$ cat src/include/ubf_pkg.sv
`default_nettype none
package ubf_pkg;
  // Register indices; byte address on the bus is four times the index
  localparam int ADDR_W = 10;
  localparam logic [7:0] IDX_TRIM_HI = 8'h84;
  localparam logic [7:0] IDX_TRIM_LO = 8'h85;
  localparam logic [7:0] IDX_PWR_CTRL = 8'h87;
  localparam logic [7:0] IDX_SER_CTRL = 8'h98;
  localparam logic [7:0] IDX_T3_CTRL = 8'hC4;
  localparam logic [7:0] IDX_RLD_LO = 8'hC5;
  localparam logic [7:0] IDX_RLD_HI = 8'hC6;
  localparam logic [7:0] T3_CTRL_RESET = 8'h00;
  localparam logic [1:0] RESP_OKAY = 2'h0;
  localparam logic [1:0] RESP_SLVERR = 2'h2;
  // Field positions
  localparam int T3C_P1_DBL = 7;
  localparam int T3C_SRC_SEL = 5;
  localparam int SC_TOP = 7;
  localparam int SC_SM1 = 6;
  localparam int SC_FAST_MP = 5;
  localparam int SC_REN = 4;
  localparam int PC_DBL = 7;
  localparam int PC_FEA = 6;
  // Rate dividers of the system-clock modes
  localparam int M0_DIV_SLOW = 12;
  localparam int M0_DIV_FAST = 2;
  localparam int OVS = 16;
  localparam int M2_DIV_SLOW = 64 / OVS;
  localparam int M2_DIV_FAST = 32 / OVS;
  localparam logic [3:0] M0_LIM_SLOW = 4'(M0_DIV_SLOW - 1);
  localparam logic [3:0] M0_LIM_FAST = 4'(M0_DIV_FAST - 1);
  localparam logic [3:0] M2_LIM_SLOW = 4'(M2_DIV_SLOW - 1);
  localparam logic [3:0] M2_LIM_FAST = 4'(M2_DIV_FAST - 1);
  localparam logic [3:0] OVS_LAST = 4'(OVS - 1);
  localparam logic [3:0] MID_SAMPLE = 4'h7;
  localparam logic [3:0] BITS_M1 = 4'h8;
  localparam logic [3:0] BITS_M23 = 4'h9;
  localparam int WORD_W = 9;
  typedef enum logic [1:0] {UBF_MODE0, UBF_MODE1, UBF_MODE2, UBF_MODE3} ubf_mode_t;
  typedef enum logic [2:0] {RX_IDLE, RX_START, RX_SHIFT, RX_STOP, RX_PUSH} ubf_rx_state_t;
endpackage
`default_nettype wire

$ cat src/include/ubf_stream_if.sv
`timescale 1ns/1ps
`default_nettype none
interface ubf_stream_if #(parameter int WIDTH = 9) ();
  logic valid;
  logic ready;
  logic [WIDTH-1:0] data;
  modport src (output valid, output data, input ready);
  modport snk (input valid, input data, output ready);
endinterface
`default_nettype wire

$ cat src/rtl/ubf_buffer.sv
`timescale 1ns/1ps
`default_nettype none
module ubf_buffer (
  input wire logic aclk,
  input wire logic aresetn,
  ubf_stream_if.snk in_s,
  ubf_stream_if.src out_s
);
  logic [1:0] cnt_q;
  logic [$bits(in_s.data)-1:0] d0_q;
  logic [$bits(in_s.data)-1:0] d1_q;
  wire push = in_s.valid && in_s.ready;
  wire pop = out_s.valid && out_s.ready;
  // Slot 0 always holds the oldest word, so the output comes straight from a flop
  wire wr0 = push && (cnt_q == 2'h0 || (cnt_q == 2'h1 && pop));
  wire wr1 = push && !wr0;
  assign in_s.ready = cnt_q != 2'h2;
  assign out_s.valid = cnt_q != 2'h0;
  assign out_s.data = d0_q;

  always_ff @(posedge aclk) begin
    if (!aresetn) begin
      cnt_q <= 2'h0;
    end else begin
      cnt_q <= cnt_q + {1'b0, push} - {1'b0, pop};
    end
  end

  always_ff @(posedge aclk) begin
    if (wr0) begin
      d0_q <= in_s.data;
    end else if (pop) begin
      d0_q <= d1_q;
    end
    if (wr1) begin
      d1_q <= in_s.data;
    end
  end
endmodule
`default_nettype wire

$ cat src/rtl/ubf_top.sv
// Overview of operation
// - Source bit picks Timer1 or Timer3 overflows
// - Timer1 source: doubled/32 of overflow rate
// - Timer3: port0 doubled/32, port1 one sixteenth
// - Timer3 reload is high*256 plus low
// - Nine-bit trim split high byte, low bit
// - Trim resets to nominal, writes act immediately
// - Bad stop bit sets framing error
// - Top control bit shows error or mode
// - Error flag sticky until software clears
// - Stop bit judged at its midpoint
// - Port1 baud always from Timer3
//
// Our own choice: register access over AXI4-Lite.
`timescale 1ns/1ps
`default_nettype none
module ubf_top
  import ubf_pkg::*;
#(
  parameter logic [8:0] TRIM_RESET = 9'h100
) (
  input wire logic aclk,
  input wire logic aresetn,
  input wire logic [ADDR_W-1:0] s_axi_awaddr,
  input wire logic s_axi_awvalid,
  output logic s_axi_awready,
  input wire logic [31:0] s_axi_wdata,
  input wire logic [3:0] s_axi_wstrb,
  input wire logic s_axi_wvalid,
  output logic s_axi_wready,
  output logic [1:0] s_axi_bresp,
  output logic s_axi_bvalid,
  input wire logic s_axi_bready,
  input wire logic [ADDR_W-1:0] s_axi_araddr,
  input wire logic s_axi_arvalid,
  output logic s_axi_arready,
  output logic [31:0] s_axi_rdata,
  output logic [1:0] s_axi_rresp,
  output logic s_axi_rvalid,
  input wire logic s_axi_rready,
  input wire logic timer1_overflow,
  input wire logic timer3_overflow,
  input wire logic rx0_pin,
  output logic port0_sample_tick,
  output logic port0_bit_tick,
  output logic port1_bit_tick,
  output logic [8:0] oscillator_trim_value,
  output logic [15:0] timer3_reload_value,
  output logic [7:0] timer3_uart_control,
  output logic [WORD_W-1:0] rx_data,
  output logic rx_valid,
  input wire logic rx_ready
);
  // Register storage
  logic [7:0] osc_trim_high_q;
  logic osc_trim_low_bit_q;
  logic [7:0] t3_ctrl_q;
  logic [7:0] timer3_reload_low_q;
  logic [7:0] timer3_reload_high_q;
  logic port0_baud_double_q;
  logic error_flag_access_select_q;
  logic mode_select_high_bit_q;
  logic mode_low_bit_q;
  logic fast_mode0_or_multiproc_bit_q;
  logic receive_enable_q;
  logic framing_error_flag_q;
  logic framing_error_flag_d;

  // Bus slave state
  logic aw_hold_q;
  logic w_hold_q;
  logic [7:0] aw_idx_q;
  logic [7:0] w_data_q;
  logic w_strb_q;
  logic bvalid_q;
  logic [1:0] bresp_q;
  logic rvalid_q;
  logic [31:0] rdata_q;
  logic [1:0] rresp_q;

  // Write side: address and data are taken independently, then applied together
  wire reg_wr = aw_hold_q && w_hold_q && !bvalid_q;
  wire wen = reg_wr && w_strb_q;
  wire wr_trim_hi = wen && aw_idx_q == IDX_TRIM_HI;
  wire wr_trim_lo = wen && aw_idx_q == IDX_TRIM_LO;
  wire wr_pwr_ctrl = wen && aw_idx_q == IDX_PWR_CTRL;
  wire wr_ser_ctrl = wen && aw_idx_q == IDX_SER_CTRL;
  wire wr_t3_ctrl = wen && aw_idx_q == IDX_T3_CTRL;
  wire wr_reload_lo = wen && aw_idx_q == IDX_RLD_LO;
  wire wr_reload_hi = wen && aw_idx_q == IDX_RLD_HI;
  wire wr_hit = aw_idx_q inside {IDX_TRIM_HI, IDX_TRIM_LO, IDX_PWR_CTRL, IDX_SER_CTRL, IDX_T3_CTRL,
                                 IDX_RLD_LO, IDX_RLD_HI};
  assign s_axi_awready = !aw_hold_q && !bvalid_q;
  assign s_axi_wready = !w_hold_q && !bvalid_q;
  assign s_axi_bvalid = bvalid_q;
  assign s_axi_bresp = bresp_q;

  always_ff @(posedge aclk) begin
    if (!aresetn) begin
      aw_hold_q <= 1'b0;
      w_hold_q <= 1'b0;
      aw_idx_q <= 8'h00;
      w_data_q <= 8'h00;
      w_strb_q <= 1'b0;
      bvalid_q <= 1'b0;
      bresp_q <= RESP_OKAY;
    end else begin
      if (s_axi_awvalid && s_axi_awready) begin
        aw_hold_q <= 1'b1;
        aw_idx_q <= s_axi_awaddr[ADDR_W-1:2];
      end
      if (s_axi_wvalid && s_axi_wready) begin
        w_hold_q <= 1'b1;
        w_data_q <= s_axi_wdata[7:0];
        w_strb_q <= s_axi_wstrb[0];
      end
      if (reg_wr) begin
        aw_hold_q <= 1'b0;
        w_hold_q <= 1'b0;
        bvalid_q <= 1'b1;
        bresp_q <= wr_hit ? RESP_OKAY : RESP_SLVERR;
      end else if (s_axi_bready) begin
        bvalid_q <= 1'b0;
      end
    end
  end

  // Read side
  wire [7:0] rd_idx = s_axi_araddr[ADDR_W-1:2];
  wire ser_top = error_flag_access_select_q ? framing_error_flag_q : mode_select_high_bit_q;
  wire [7:0] ser_rd = {ser_top, mode_low_bit_q, fast_mode0_or_multiproc_bit_q, receive_enable_q, 4'h0};
  wire [7:0] pwr_rd = {port0_baud_double_q, error_flag_access_select_q, 6'h00};
  wire rd_hit = rd_idx inside {IDX_TRIM_HI, IDX_TRIM_LO, IDX_PWR_CTRL, IDX_SER_CTRL, IDX_T3_CTRL,
                               IDX_RLD_LO, IDX_RLD_HI};
  wire [7:0] rd_byte = rd_idx == IDX_TRIM_HI ? osc_trim_high_q :
                       rd_idx == IDX_TRIM_LO ? {7'h00, osc_trim_low_bit_q} :
                       rd_idx == IDX_PWR_CTRL ? pwr_rd :
                       rd_idx == IDX_SER_CTRL ? ser_rd :
                       rd_idx == IDX_T3_CTRL ? t3_ctrl_q :
                       rd_idx == IDX_RLD_LO ? timer3_reload_low_q :
                       rd_idx == IDX_RLD_HI ? timer3_reload_high_q : 8'h00;
  assign s_axi_arready = !rvalid_q;
  assign s_axi_rvalid = rvalid_q;
  assign s_axi_rdata = rdata_q;
  assign s_axi_rresp = rresp_q;

  always_ff @(posedge aclk) begin
    if (!aresetn) begin
      rvalid_q <= 1'b0;
      rdata_q <= 32'h0000_0000;
      rresp_q <= RESP_OKAY;
    end else if (s_axi_arvalid && s_axi_arready) begin
      rvalid_q <= 1'b1;
      rdata_q <= {24'h00_0000, rd_byte};
      rresp_q <= rd_hit ? RESP_OKAY : RESP_SLVERR;
    end else if (s_axi_rready) begin
      rvalid_q <= 1'b0;
    end
  end

  // Register file
  always_ff @(posedge aclk) begin
    if (!aresetn) begin
      osc_trim_high_q <= TRIM_RESET[8:1];
      osc_trim_low_bit_q <= TRIM_RESET[0];
      t3_ctrl_q <= T3_CTRL_RESET;
      timer3_reload_low_q <= 8'h00;
      timer3_reload_high_q <= 8'h00;
      port0_baud_double_q <= 1'b0;
      error_flag_access_select_q <= 1'b0;
      mode_select_high_bit_q <= 1'b0;
      mode_low_bit_q <= 1'b0;
      fast_mode0_or_multiproc_bit_q <= 1'b0;
      receive_enable_q <= 1'b0;
    end else begin
      if (wr_trim_hi) osc_trim_high_q <= w_data_q;
      if (wr_trim_lo) osc_trim_low_bit_q <= w_data_q[0];
      if (wr_t3_ctrl) t3_ctrl_q <= w_data_q;
      if (wr_reload_lo) timer3_reload_low_q <= w_data_q;
      if (wr_reload_hi) timer3_reload_high_q <= w_data_q;
      if (wr_pwr_ctrl) begin
        port0_baud_double_q <= w_data_q[PC_DBL];
        error_flag_access_select_q <= w_data_q[PC_FEA];
      end
      if (wr_ser_ctrl) begin
        // mode bit kept apart from the error flag
        if (!error_flag_access_select_q) mode_select_high_bit_q <= w_data_q[SC_TOP];
        mode_low_bit_q <= w_data_q[SC_SM1];
        fast_mode0_or_multiproc_bit_q <= w_data_q[SC_FAST_MP];
        receive_enable_q <= w_data_q[SC_REN];
      end
    end
  end

  assign oscillator_trim_value = {osc_trim_high_q, osc_trim_low_bit_q};
  assign timer3_reload_value = {timer3_reload_high_q, timer3_reload_low_q};
  assign timer3_uart_control = t3_ctrl_q;

  // Baud generation
  wire ubf_mode_t mode = ubf_mode_t'({mode_select_high_bit_q, mode_low_bit_q});
  wire mode_async = mode != UBF_MODE0;
  wire mode_timer = mode == UBF_MODE1 || mode == UBF_MODE3;
  wire baud_source_select = t3_ctrl_q[T3C_SRC_SEL];
  wire ovf_sel = baud_source_select ? timer3_overflow : timer1_overflow;
  logic half_q;
  logic [3:0] pre_q;
  logic [3:0] p0_div_q;
  logic [3:0] p1_div_q;
  wire [3:0] pre_lim = mode == UBF_MODE0 ?
                       (fast_mode0_or_multiproc_bit_q ? M0_LIM_FAST : M0_LIM_SLOW) :
                       (port0_baud_double_q ? M2_LIM_FAST : M2_LIM_SLOW);
  wire pre_hit = pre_q >= pre_lim;
  // sixteen samples per bit from 16 or 32 overflows
  wire timer_samp = ovf_sel && (port0_baud_double_q || half_q);
  wire samp_tick = mode_timer ? timer_samp : (mode == UBF_MODE2 && pre_hit);
  wire p0_bit = mode == UBF_MODE0 ? pre_hit : (samp_tick && p0_div_q == OVS_LAST);
  // port 1 runs only from Timer3, one bit per 16 overflows
  wire p1_bit = timer3_overflow && p1_div_q == OVS_LAST;

  always_ff @(posedge aclk) begin
    if (!aresetn) begin
      half_q <= 1'b0;
      pre_q <= 4'h0;
      p0_div_q <= 4'h0;
      p1_div_q <= 4'h0;
      port0_sample_tick <= 1'b0;
      port0_bit_tick <= 1'b0;
      port1_bit_tick <= 1'b0;
    end else begin
      if (ovf_sel) half_q <= !half_q;
      pre_q <= pre_hit ? 4'h0 : pre_q + 4'h1;
      if (samp_tick) p0_div_q <= p0_div_q + 4'h1;
      if (timer3_overflow) p1_div_q <= p1_div_q + 4'h1;
      port0_sample_tick <= samp_tick;
      port0_bit_tick <= p0_bit;
      port1_bit_tick <= p1_bit;
    end
  end

  // Receiver: the line is a pin, so it passes two flops first
  logic rx_s1_q;
  logic rx_s2_q;
  logic rx_prev_q;
  ubf_rx_state_t st_q;
  logic [3:0] cnt_q;
  logic [3:0] bit_q;
  logic [WORD_W-1:0] shift_q;
  logic [WORD_W-1:0] word_q;
  ubf_stream_if #(.WIDTH(WORD_W)) rx_in ();
  ubf_stream_if #(.WIDTH(WORD_W)) rx_out ();
  wire fall = rx_prev_q && !rx_s2_q;
  wire at_mid = samp_tick && cnt_q == MID_SAMPLE;
  wire at_end = samp_tick && cnt_q == OVS_LAST;
  wire [3:0] nbits = mode == UBF_MODE1 ? BITS_M1 : BITS_M23;
  wire stop_eval = st_q == RX_STOP && at_mid;
  wire ferr_event = stop_eval && !rx_s2_q;
  // Ninth bit: the stop bit in mode 1, the received ninth bit otherwise
  wire ninth = mode == UBF_MODE1 ? rx_s2_q : shift_q[WORD_W-1];
  wire [WORD_W-1:0] word = mode == UBF_MODE1 ? {rx_s2_q, shift_q[WORD_W-1:1]} : shift_q;
  assign rx_in.valid = st_q == RX_PUSH;
  assign rx_in.data = word_q;
  assign rx_out.ready = rx_ready;
  assign rx_valid = rx_out.valid;
  assign rx_data = rx_out.data;

  always_ff @(posedge aclk) begin
    if (!aresetn) begin
      rx_s1_q <= 1'b1;
      rx_s2_q <= 1'b1;
      rx_prev_q <= 1'b1;
    end else begin
      rx_s1_q <= rx0_pin;
      rx_s2_q <= rx_s1_q;
      rx_prev_q <= rx_s2_q;
    end
  end

  always_ff @(posedge aclk) begin
    if (!aresetn) begin
      st_q <= RX_IDLE;
      cnt_q <= 4'h0;
      bit_q <= 4'h0;
      shift_q <= '0;
      word_q <= '0;
    end else begin
      if (samp_tick) cnt_q <= cnt_q + 4'h1;
      case (st_q)
        RX_IDLE: begin
          cnt_q <= 4'h0;
          if (fall && receive_enable_q && mode_async) st_q <= RX_START;
        end
        RX_START: begin
          if (at_mid && rx_s2_q) st_q <= RX_IDLE;
          else if (at_end) begin
            st_q <= RX_SHIFT;
            bit_q <= 4'h0;
          end
        end
        RX_SHIFT: begin
          if (at_mid) shift_q <= {rx_s2_q, shift_q[WORD_W-1:1]};
          if (at_end) begin
            bit_q <= bit_q + 4'h1;
            if (bit_q == nbits - 4'h1) st_q <= RX_STOP;
          end
        end
        RX_STOP: begin
          if (stop_eval) begin
            word_q <= word;
            st_q <= (!fast_mode0_or_multiproc_bit_q || ninth) ? RX_PUSH : RX_IDLE;
          end
        end
        RX_PUSH: begin
          // A full buffer holds the receiver here rather than drop the word
          if (rx_in.ready) st_q <= RX_IDLE;
        end
        default: st_q <= RX_IDLE;
      endcase
    end
  end

  ubf_buffer u_buf (
    .aclk(aclk),
    .aresetn(aresetn),
    .in_s(rx_in.snk),
    .out_s(rx_out.src)
  );

  // sticky flag, set wins over a software clear
  wire ferr_wr = wr_ser_ctrl && error_flag_access_select_q;
  assign framing_error_flag_d = ferr_event || (ferr_wr ? w_data_q[SC_TOP] : framing_error_flag_q);
  always_ff @(posedge aclk) begin
    if (!aresetn) framing_error_flag_q <= 1'b0;
    else framing_error_flag_q <= framing_error_flag_d;
  end
endmodule
`default_nettype wire

$ cat config.mk
export PLATFORM = sky130hd
export DESIGN_NAME = ubf_top
export DESIGN_NICKNAME = d
export VERILOG_FILES = /design/src/include/ubf_pkg.sv /design/src/include/ubf_stream_if.sv /design/src/rtl/ubf_buffer.sv /design/src/rtl/ubf_top.sv
export SDC_FILE = /design/constraint.sdc
export NUM_CORES = 1
export LEC_CHECK = 0
export BUFFER_PORTS_ARGS = -buffer_cell sky130_fd_sc_hd__buf_2
export CORE_ASPECT_RATIO = 0.9
export CORE_MARGIN = 2
export CORE_UTILIZATION = 25
export CTS_CLUSTER_DIAMETER = 200
export DETAILED_ROUTE_END_ITERATION = 7
export PLACE_DENSITY = 0.5
export SLEW_MARGIN = 20
export SYNTH_ARGS = -nofsm -noshare
export SYNTH_HDL_FRONTEND = slang
export SYNTH_SLANG_ARGS = --single-unit
$ cat constraint.sdc
create_clock -name aclk -period 2.81 [get_ports aclk]
set_clock_uncertainty 0.2 [all_clocks]
set_input_delay 0.281 -clock aclk [delete_from_list [all_inputs] [get_ports aclk]]
set_output_delay 0.281 -clock aclk [all_outputs]
set_load 0.005 [all_outputs]
### After elaboration in Yosys (flattened, before gate mapping)

Index checks and enable logic that the tools add are counted.

* magnitude comparators: 1
* multiply operators: 0
* reductions and logical operators: 65
* equal/unequal tests: 36
* add/subtract/negate cells: 8
* shift operators: 0
* bitwise logic cells: 2
* div/mod/pow operators: 0
* muxes and demuxes: 39

Operator list (count)
* 8-bit == test (second input constant): 14
* 8-bit 2-to-1 mux: 7
* 1-bit logical AND: 33
* 9-bit 2-to-1 mux: 3
* 3-bit 2-to-1 mux: 8
* 4-bit by 1-bit adder with 4-bit output (second input constant): 5
* 4-bit 2-to-1 mux: 5
* 2-bit inequality test (second input constant): 8
* 3-bit case mux with 5 select lines: 1
* 7-bit nonzero test: 2
* 4-bit == test (second input constant): 3
* 2-bit nonzero test: 6
* 1-bit 2-to-1 mux: 11
* 1-bit zero test: 8
* 4-bit case mux with 2 select lines: 1
* 3-bit by 2-bit == test with 1-bit output (second input constant): 2
* 2-bit 2-to-1 mux: 3
* 2-bit AND reduction: 3
* 6-bit AND reduction: 1
* 2-bit OR reduction: 3
* 1-bit logical OR: 5
* 2-bit by 1-bit == test with 1-bit output (second input constant): 2
* 2-bit == test (second input constant): 2
* 4-bit by 3-bit == test with 1-bit output (second input constant): 1
* other kinds (12): 14

* memory bits (read-only): 0
* input port bits: 67
* output and inout port bits: 87
* memories kept: 0
* bits in writable memories: 0
* bits in registers: 141
* bits in latches: 0
* word-level logic and storage cells: 191

### Depth between registers and ports, before layout

Gate-level depths: netlist (run 1).

* word-level depth: 9
* gate-level depth with buffers: 10
* gate-level depth less buffers: 8

### Hierarchy

Synthesis (run 1) repeated with hierarchy kept, for this count alone.

* cells, all modules: 656
* area, all modules: 6216.0 sq um

By module, submodules not included
* ubf_top: sequential area each 2382.3 sq um, cells each 610, times used 1, area an instance 5408.9 sq um
* ubf_buffer: sequential area each 580.6 sq um, cells each 46, times used 1, area an instance 807.0 sq um

### Least setup slack after synthesis (run 1)

No wires, ideal clock.

* path type: register to register
* start point: register mode_low_bit_q
* end point: register word_q[7], in the netlist rx_in.data[7]
* data required time: 2.551 ns
* arrival: 2.349 ns
* cell stages (with the launch flop): 11
* path slack: 0.202 ns
* library setup time: 0.059 ns
* path buffers: 2
* cell sequence: dfxtp_1 nor2_1 mux2_2 ha_1 a211oi_1 o22ai_2 o2111a_1 buf_2 buf_2 nand3_1 o211a_1

* cells in the longest elaborated chain, start to end: 8

RTL lines
* start: declaration: line ubf_top.sv:63 `logic mode_low_bit_q;`
* start signal: assignment: line ubf_top.sv:188 `mode_low_bit_q <= w_data_q[SC_SM1];`
* 2-bit zero test: line ubf_top.sv:209 `wire [3:0] pre_lim = mode == UBF_MODE0 ?`
* 4-bit 2-to-1 mux: line ubf_top.sv:209
* 4-bit greater-or-equal comparator: line ubf_top.sv:212 `wire pre_hit = pre_q >= pre_lim;`
* 1-bit logical AND: line ubf_top.sv:215 `wire samp_tick = mode_timer ? timer_samp : (mode == UBF_MODE2 && pre_hit);`
* 1-bit 2-to-1 mux: line ubf_top.sv:215
* 1-bit logical AND: line ubf_top.sv:252 `wire at_mid = samp_tick && cnt_q == MID_SAMPLE;`
* 1-bit logical AND: line ubf_top.sv:255 `wire stop_eval = st_q == RX_STOP && at_mid;`
* 2-bit AND reduction (no line)
* end signal: assignment: line ubf_top.sv:308 `word_q <= word;`
* end: declaration: line ubf_top.sv:248 `logic [WORD_W-1:0] word_q;`

Parallel ways exist; a longest one is shown, timed or not.
A chain may end at the register's enable or synchronous reset.

### Final worst setup path (run 1)

* start point: register mode_low_bit_q
* end point: register st_q[0]

* cells in the longest elaborated chain, start to end: 9

RTL lines
* 2-bit zero test: line ubf_top.sv:209
* 4-bit 2-to-1 mux: line ubf_top.sv:209
* 4-bit greater-or-equal comparator: line ubf_top.sv:212
* 1-bit logical AND: line ubf_top.sv:215
* 1-bit 2-to-1 mux: line ubf_top.sv:215
* 1-bit logical AND: line ubf_top.sv:252
* 1-bit logical AND, on equally long branches: line ubf_top.sv:293, ubf_top.sv:255
* 3-bit inequality test (no line) (tied with other cells)
* 6-bit AND reduction (no line) or 3-bit case mux with 5 select lines (tied branches)
* end signal: assignment: line ubf_top.sv:309 `st_q <= (!fast_mode0_or_multiproc_bit_q || ninth) ? RX_PUSH : RX_IDLE;`
* end: declaration: line ubf_top.sv:244 `ubf_rx_state_t st_q;`

Parallel ways exist; a longest one is shown, timed or not.

==> results.md, run 1 <==
* Result of the run: finished, final reports clean
* Global router's overall resource usage at 12.5%
* Final min period at 2.69 ns
* # DRC at 0
* Die outline width at 171 um
* Ratio of cells with drive above 1 in the final layout at 22.2%
* Power per Cell Area at roughly 600 nW/um^2
* Headroom to the max-slew limit at approximately half
* Cells after Synth at ~680
* Worst Setup Slack post-DPL at between 0.06 and 0.07 ns
* Mapped Avg Cell Area at between 9 and 10 um^2
* Required @ worst endpoint at 2.94 ns
* Boundary Pins at between 150 and 200
* Critical Path Slowest Stage Cell: mux2_2
* Total detailed-routing wirelength at ~16000 um
* Number of distinct library cells after synthesis at 67
* CTS tree: done
* Flops & latches, synth at roughly 140
* Initial antenna violation count at 0
* Pin count of the biggest net entering global routing at 39
* Vias in the first global route at between 4000 and 5000
* Routed Antenna Nets at 0
* Final routed wire length divided by cell count at 13.8 um
* Slowest cell delay on critical path at ~0.36 ns
* Non-filler cells, final at about 1100
* Cell family with most CP delay: compound AO/OA/AOI/OAI gates
* Final design utilization at approximately a third
* Worst setup EP type: flop
* Number of placement rows at 55
* # setup viols final at 0
* Clk pin slew, worst setup/hold paths at around 0.060 ns
* Starting density of the core at about a quarter
* Number of flops mapped to enable cells by yosys at 18
* Root buffer cell: clkbuf_16
* H-tree lvl count at 4
* Dominant register cell in the synthesized netlist: dfxtp_1
* Max_cap viols at 0
* Vias/cell at roughly 4.4
* Unrepaired setup endpoints after global routing: false
* Type of the worst setup path: flop to flop
* Final clock period utilization by the worst path at between 90% and 100%
* Synth Cell Area at 6310 um^2
* Transition time of the tightest slew-check pin at roughly 0.76 ns
* Area leader, netlist: dfxtp_1
* Clock Sink Count at about 140
* Startpoint Class: flop
* Achievable clock frequency at between 0.3 and 0.4 GHz
* Setup TNS Final at 0 ns
* Vias after detailed routing at between 5000 and 6000
* Total inserted antenna cells at 0
* Hold Crit Class: primary input to flop
* List of cells traversed by the critical path: nor2_1 -> mux2_2 -> ha_1 -> a211oi_4 -> o22ai_4 -> o211a_1 -> a311o_1 -> a311oi_1
* Final Worst Setup Slack at about 0.12 ns
* IR drop worst, VDD at between 0.2 and 0.3 mV
* Share of the synthesized area in the top cell type at approximately two fifths
* Die Area at 26500 um^2
* Async S/R FF share, synth at 0%
* Leading cell types by total area after synthesis: dfxtp_1, edfxtp_1, mux2i_1
* Max Root-Sink Buffers at 2
* Sequential area share after synthesis at about 47%
* Total power consumption of the routed design at about 0.0046 W
* First-pass iteration count of the detailed router at 4
* Half-perimeter wire length of the detailed placement result at 10900 um
* Placed cells at 1094
* Total grt overflow at 0
* Sum of buffers and inverters on the critical path at 0
* Number of hold violations in the final report at 0
* Worst Path Arrival at around 2.8 ns
* Count of synthesis-stage warnings from yosys at 0
* RePlAce Congestion at approximately 0.77
* Area added between synthesis and finish at 25.7%
* # nets final at 870
* Chip height at approximately 150 um
* Core region area at approximately 25000 um^2
* DRC violation total after the first TritonRoute iteration at ~320
* Global-route wire length before repair at ~26000 um
* Leakage power at about 3.2 nW
* CP Max Fanout at 5
* Final number of max-transition violations at 0
* Number of I/O port buffers at 96
* Source-to-sink clock delay at the later pin of the worst-skew pair at 0.43 ns
* Number of buffers added by the clock tree synthesis step at 17
## layout by cell type, fill, tap and decap left out, types with 4 or more instances in the layout
cell           count
clkinv_4           4
conb_1            26
dfxtp_1          121
mux2i_1           41
nand3b_1           4
a21oi_1           59
or3_1              4
nor3_1             6
clkbuf_16         17
buf_4             18
dlygate4sd3_1     22
nor2b_1            8
xnor2_1           10
inv_1              8
nand3_1           25
inv_6              6
mux2_2            16
xor2_1             6
o211a_1           10
nor4b_1            4
nor2_1            60
ha_1               9
edfxtp_1          18
and2_1             9
a22oi_1            8
nand2b_1           6
nand2_1           90
o21ai_0           26
buf_2             96
o2bb2ai_1          4
## layout make-up
type / instances / area (um^2)
Fill cell: 2637 / 17000
Clock inverter: 15 / 151
Tap cell: 342 / 428
Inverter: 10 / 37.5
Multi-Input combinational cell: 489 / 3070
Timing Repair Buffer: 137 / 856
Clock buffer: 17 / 425
Sequential cell: 139 / 2960
## stage by stage
stage          hold slack (ns)  instance area (um^2)
2_1_floorplan            0.180                  6410
3_5_place_dp             0.201                  7100
3_3_place_gp             0.203                  7100
6_report                 0.131                  7940
4_1_cts                  0.125                  7890
5_1_grt                  0.155                  7940
## cells by family after synthesis
group	Yosys count	share of synthesized area (%)
xor+xnor	16	2.22
other cells	1	0.0594
fa+ha+maj	9	1.78
mux	57	9.36
compound gates	145	15.0
buf+inv	74	6.38
simple gates	236	18.3
flops	139	46.9
## worst min-delay path, cell delays in order
cell     delay [ns]
buf_2          0.09
nand2_1        0.17
nand2_1        0.12
a21oi_1        0.05
## per-layer routing
| metal | share of wire, % | global-route usage (%) | vias to the layer above | wire (um) |
|---|---|---|---|---|
| li1 | - | - | 2577 | - |
| met1 | 49 | 16.7 | 2379 | 7770 |
| met2 | 43 | 18.8 | 116 | 6900 |
| met3 | 6.5 | 4.07 | 14 | 1040 |
| met4 | 1.3 | 4.40 | 0 | 206 |
| met5 | 0 | 0 | - | 0 |
## registers in the layout, summed over array words and instances, names as in the netlist, 9 cells and up
register          flops
rx_in.data            9
shift_q               9
u_buf.d1_q            9
u_buf.out_s.data      9
## cells in the mapped netlist, types with 4 or more instances
cell type  count
mux2_2        16
nand3_1       25
nor2_1        60
nand2b_1       6
a22oi_1        8
nand2_1       90
nor3_1         6
o2bb2ai_1      4
xor2_1         6
ha_1           9
nor2b_1        8
buf_4         28
mux2i_1       41
dfxtp_1      121
and2_1         9
o211a_1       10
xnor2_1       10
nor4b_1        4
clkbuf_1      25
edfxtp_1      18
o21ai_0       26
or3_1          5
buf_2         10
a21oi_1       59
nand3b_1       4
inv_1          8
## path summary, 6_finish.rpt
path                                startpoint  slack [ns]  cells after the start        endpoint
worst max-delay path            mode_low_bit_q        0.12                      8         st_q[0]
worst min-delay path             s_axi_arvalid        0.13                      4  s_axi_rresp[1]
worst max register to register  mode_low_bit_q        0.12                      8         st_q[0]
worst min register to register         rx_s1_q        0.20                      1         rx_s2_q
## power by group
part,total [W],internal (W),switching [W]
logic,0.000293,0.000128,0.000165
clock network,0.00224,0.00125,0.000991
registers,0.00212,0.00206,0.0000518
## what timing repair did
| item | in CTS | in global routing |
|---|---|---|
| setup buffers | 0 | 1 |
| hold endpoints to repair | 23 | 0 |
| hold buffers | 22 | 0 |
| gates resized for setup | 0 | 5 |
| setup endpoints to repair | 0 | 24 |
Power figures use the tool's default switching activity.
==> inputs of run 2 (changes only) <==
Settings changed: PLACE_DENSITY 0.5 to 0.48.
Clock period 2.81 ns to 3.4 ns, I/O delays scaled along.
==> run 2 against run 1 <==
- flip-flop and latch count unchanged
- sequential power decreased by 17%
- utilization is 0.58 points lower
- global-route usage is 0.30 points higher
- routed wire length rose by 0.85%
- critical path depth stayed put
- non-clock buffer count is 11 lower
- register-to-register slack better by 0.32 ns
- first-iteration DRC count shrank 12%
- clock-buffer cell count is 1 higher
- fmax down 9.3%
- cell count down 0.96%
- critical endpoint is now rx_in.data[0]
- largest power group unchanged
==> results.md, run 2 (synthesized netlist as in run 1, its figures left out) <==
* IR drop worst, VDD at between 0.15 and 0.2 mV
* Leakage power at about 3.1 nW
* Area added between synthesis and finish at 23.4%
* Clock Sink Count at around 140
* Final number of max-transition violations at 0
* Startpoint Class: flop
* Result of the run: finished, final reports clean
* Total inserted antenna cells at 0
* Final min period at between 2 and 3 ns
* Pin count of the biggest net entering global routing at 66
* Total detailed-routing wirelength at approximately 16000 um
* Achievable clock frequency at around 0.34 GHz
* Most common cell after layout, fill and taps aside: dfxtp_1
* Ratio of cells with drive above 1 in the final layout at a little over a fifth
* Worst Path Arrival at between 3 and 4 ns
* Depth of the worst register-to-register path at 8
* Vias after detailed routing at roughly 5100
* Die Area at approximately 27000 um^2
* Core region area at 25000 um^2
* Routed Antenna Nets at 0
* Headroom to the max-slew limit at between 40% and 50%
* # DRC at 0
* Required @ worst endpoint at around 3.6 ns
* Placed cells at approximately 1100
* Number of buffers added by the clock tree synthesis step at 17
* Number of filler cells placed in the layout at about 2700
* Transition time of the tightest slew-check pin at ~0.76 ns
* Worst hold stages at 3
* Leading cell types in the layout, fill and taps excluded: dfxtp_1, buf_2, nand2_1
* Die outline width at about 170 um
* Clk pin slew, worst setup/hold paths at around 0.06 ns
* Number of placement rows at 55
* Final routed wire length divided by cell count at approximately 14 um
* Power share of the clock group at 47.2%
* Power per Cell Area at between 400 and 500 nW/um^2
* Part of the power in combinational logic at under 10%
* Net load switching power at ~0.001 W
* Final clock period utilization by the worst path at between 80% and 90%
* Non-filler cells, final at approximately 1100
* # setup viols final at 0
* First-pass iteration count of the detailed router at 4
* H-tree lvl count at 4
* Worst setup EP type: flop
* # nets final at 859
* CP Max Fanout at 18
* Hold Crit Class: primary input to flop
* Source-to-sink clock delay at the later pin of the worst-skew pair at 0.42 ns
* Setup TNS Final at 0 ns
* Max_cap viols at 0
* CTS tree: done
* Initial antenna violation count at 0
* Sequential share of power at 46.5%
* Global router's overall resource usage at between 10% and 20%
* Net switching share of the total power at 26.3%
* Vias in the first global route at about 5000
* Root buffer cell: clkbuf_16
* Global-route wire length before repair at 26800 um
* Total grt overflow at 0
* Starting density of the core at roughly 25%
* Min Hold Slack at ~0.045 ns
* RePlAce Congestion at roughly 0.74
* Chip height at between 150 and 200 um
* DRC violation total after the first TritonRoute iteration at between 200 and 300
* Max Root-Sink Buffers at 2
* Type of the worst setup path: flop to flop
* Number of I/O port buffers at 96
* Vias/cell at 4.44
* Number of hold violations in the final report at 0
* Half-perimeter wire length of the detailed placement result at approximately 11000 um
* Boundary Pins at ~150
* Internal power contribution at 0.00277 W
* Unrepaired setup endpoints after global routing: false
-- run 2: per-layer routing --
| metal | routed length (um) | global-route usage (%) | vias up |
|---|---|---|---|
| li1 | - | - | 2557 |
| met1 | 7760 | 16.9 | 2390 |
| met5 | 0 | 0 | - |
| met2 | 7070 | 19.5 | 95 |
| met4 | 190 | 4.12 | 0 |
| met3 | 1020 | 4.35 | 16 |
-- run 2: final cells by class --
class	instances	area (um^2)	share of cell area, %
Tap cell	342	428	5.49
Clock buffer	18	430	5.52
Clock inverter	14	121	1.56
Sequential cell	139	2960	38.0
Inverter	10	37.5	0.482
Multi-Input combinational cell	489	3040	39.0
Timing Repair Buffer	126	771	9.89
-- run 2: power by group through the flow --
stage | clock [W] | combinational, W | sequential (W)
3_3_place_gp | 0 | 0.000218 | 0.00179
3_5_place_dp | 0 | 0.000220 | 0.00179
2_1_floorplan | 0 | 0.000163 | 0.00177
4_1_cts | 0.00183 | 0.000240 | 0.00175
5_1_grt | 0.00189 | 0.000269 | 0.00176
6_report | 0.00178 | 0.000235 | 0.00175
-- run 2: path summary, 6_finish.rpt --
check	start	end	slack, ns
max	mode_select_high_bit_q	rx_in.data[0]	0.43
min	timer3_overflow	port1_bit_tick	0.04
max reg2reg	mode_select_high_bit_q	rx_in.data[0]	0.43
min reg2reg	rx_s1_q	rx_s2_q	0.22
-- run 2: through the flow --
stage	setup slack, ns	cell area [um^2]	power, W	utilization (%)
floorplan	0.792	6410	0.00194	-
global placement	0.516	7030	0.00200	28.1
detailed placement	0.465	7030	0.00201	28.1
CTS	0.443	7790	0.00382	31.2
global route	0.129	7790	0.00392	31.2
finish	0.435	7790	0.00376	31.2
-- run 2: worst max-delay path: stages, from the launching register on --
cell      delay (ns)
dfxtp_1         0.38
nor2_1          0.20
mux2_2          0.36
ha_1            0.29
a211oi_1        0.38
o22ai_2         0.20
o2111a_1        0.52
nand3_1         0.22
o211a_1         0.15
-- run 2: what timing repair did --
action                                 4_1_cts  5_1_grt
endpoints found under the hold margin       20        0
hold buffers                                21        0
buffers inserted                             0        0
gates resized for setup                      0        0
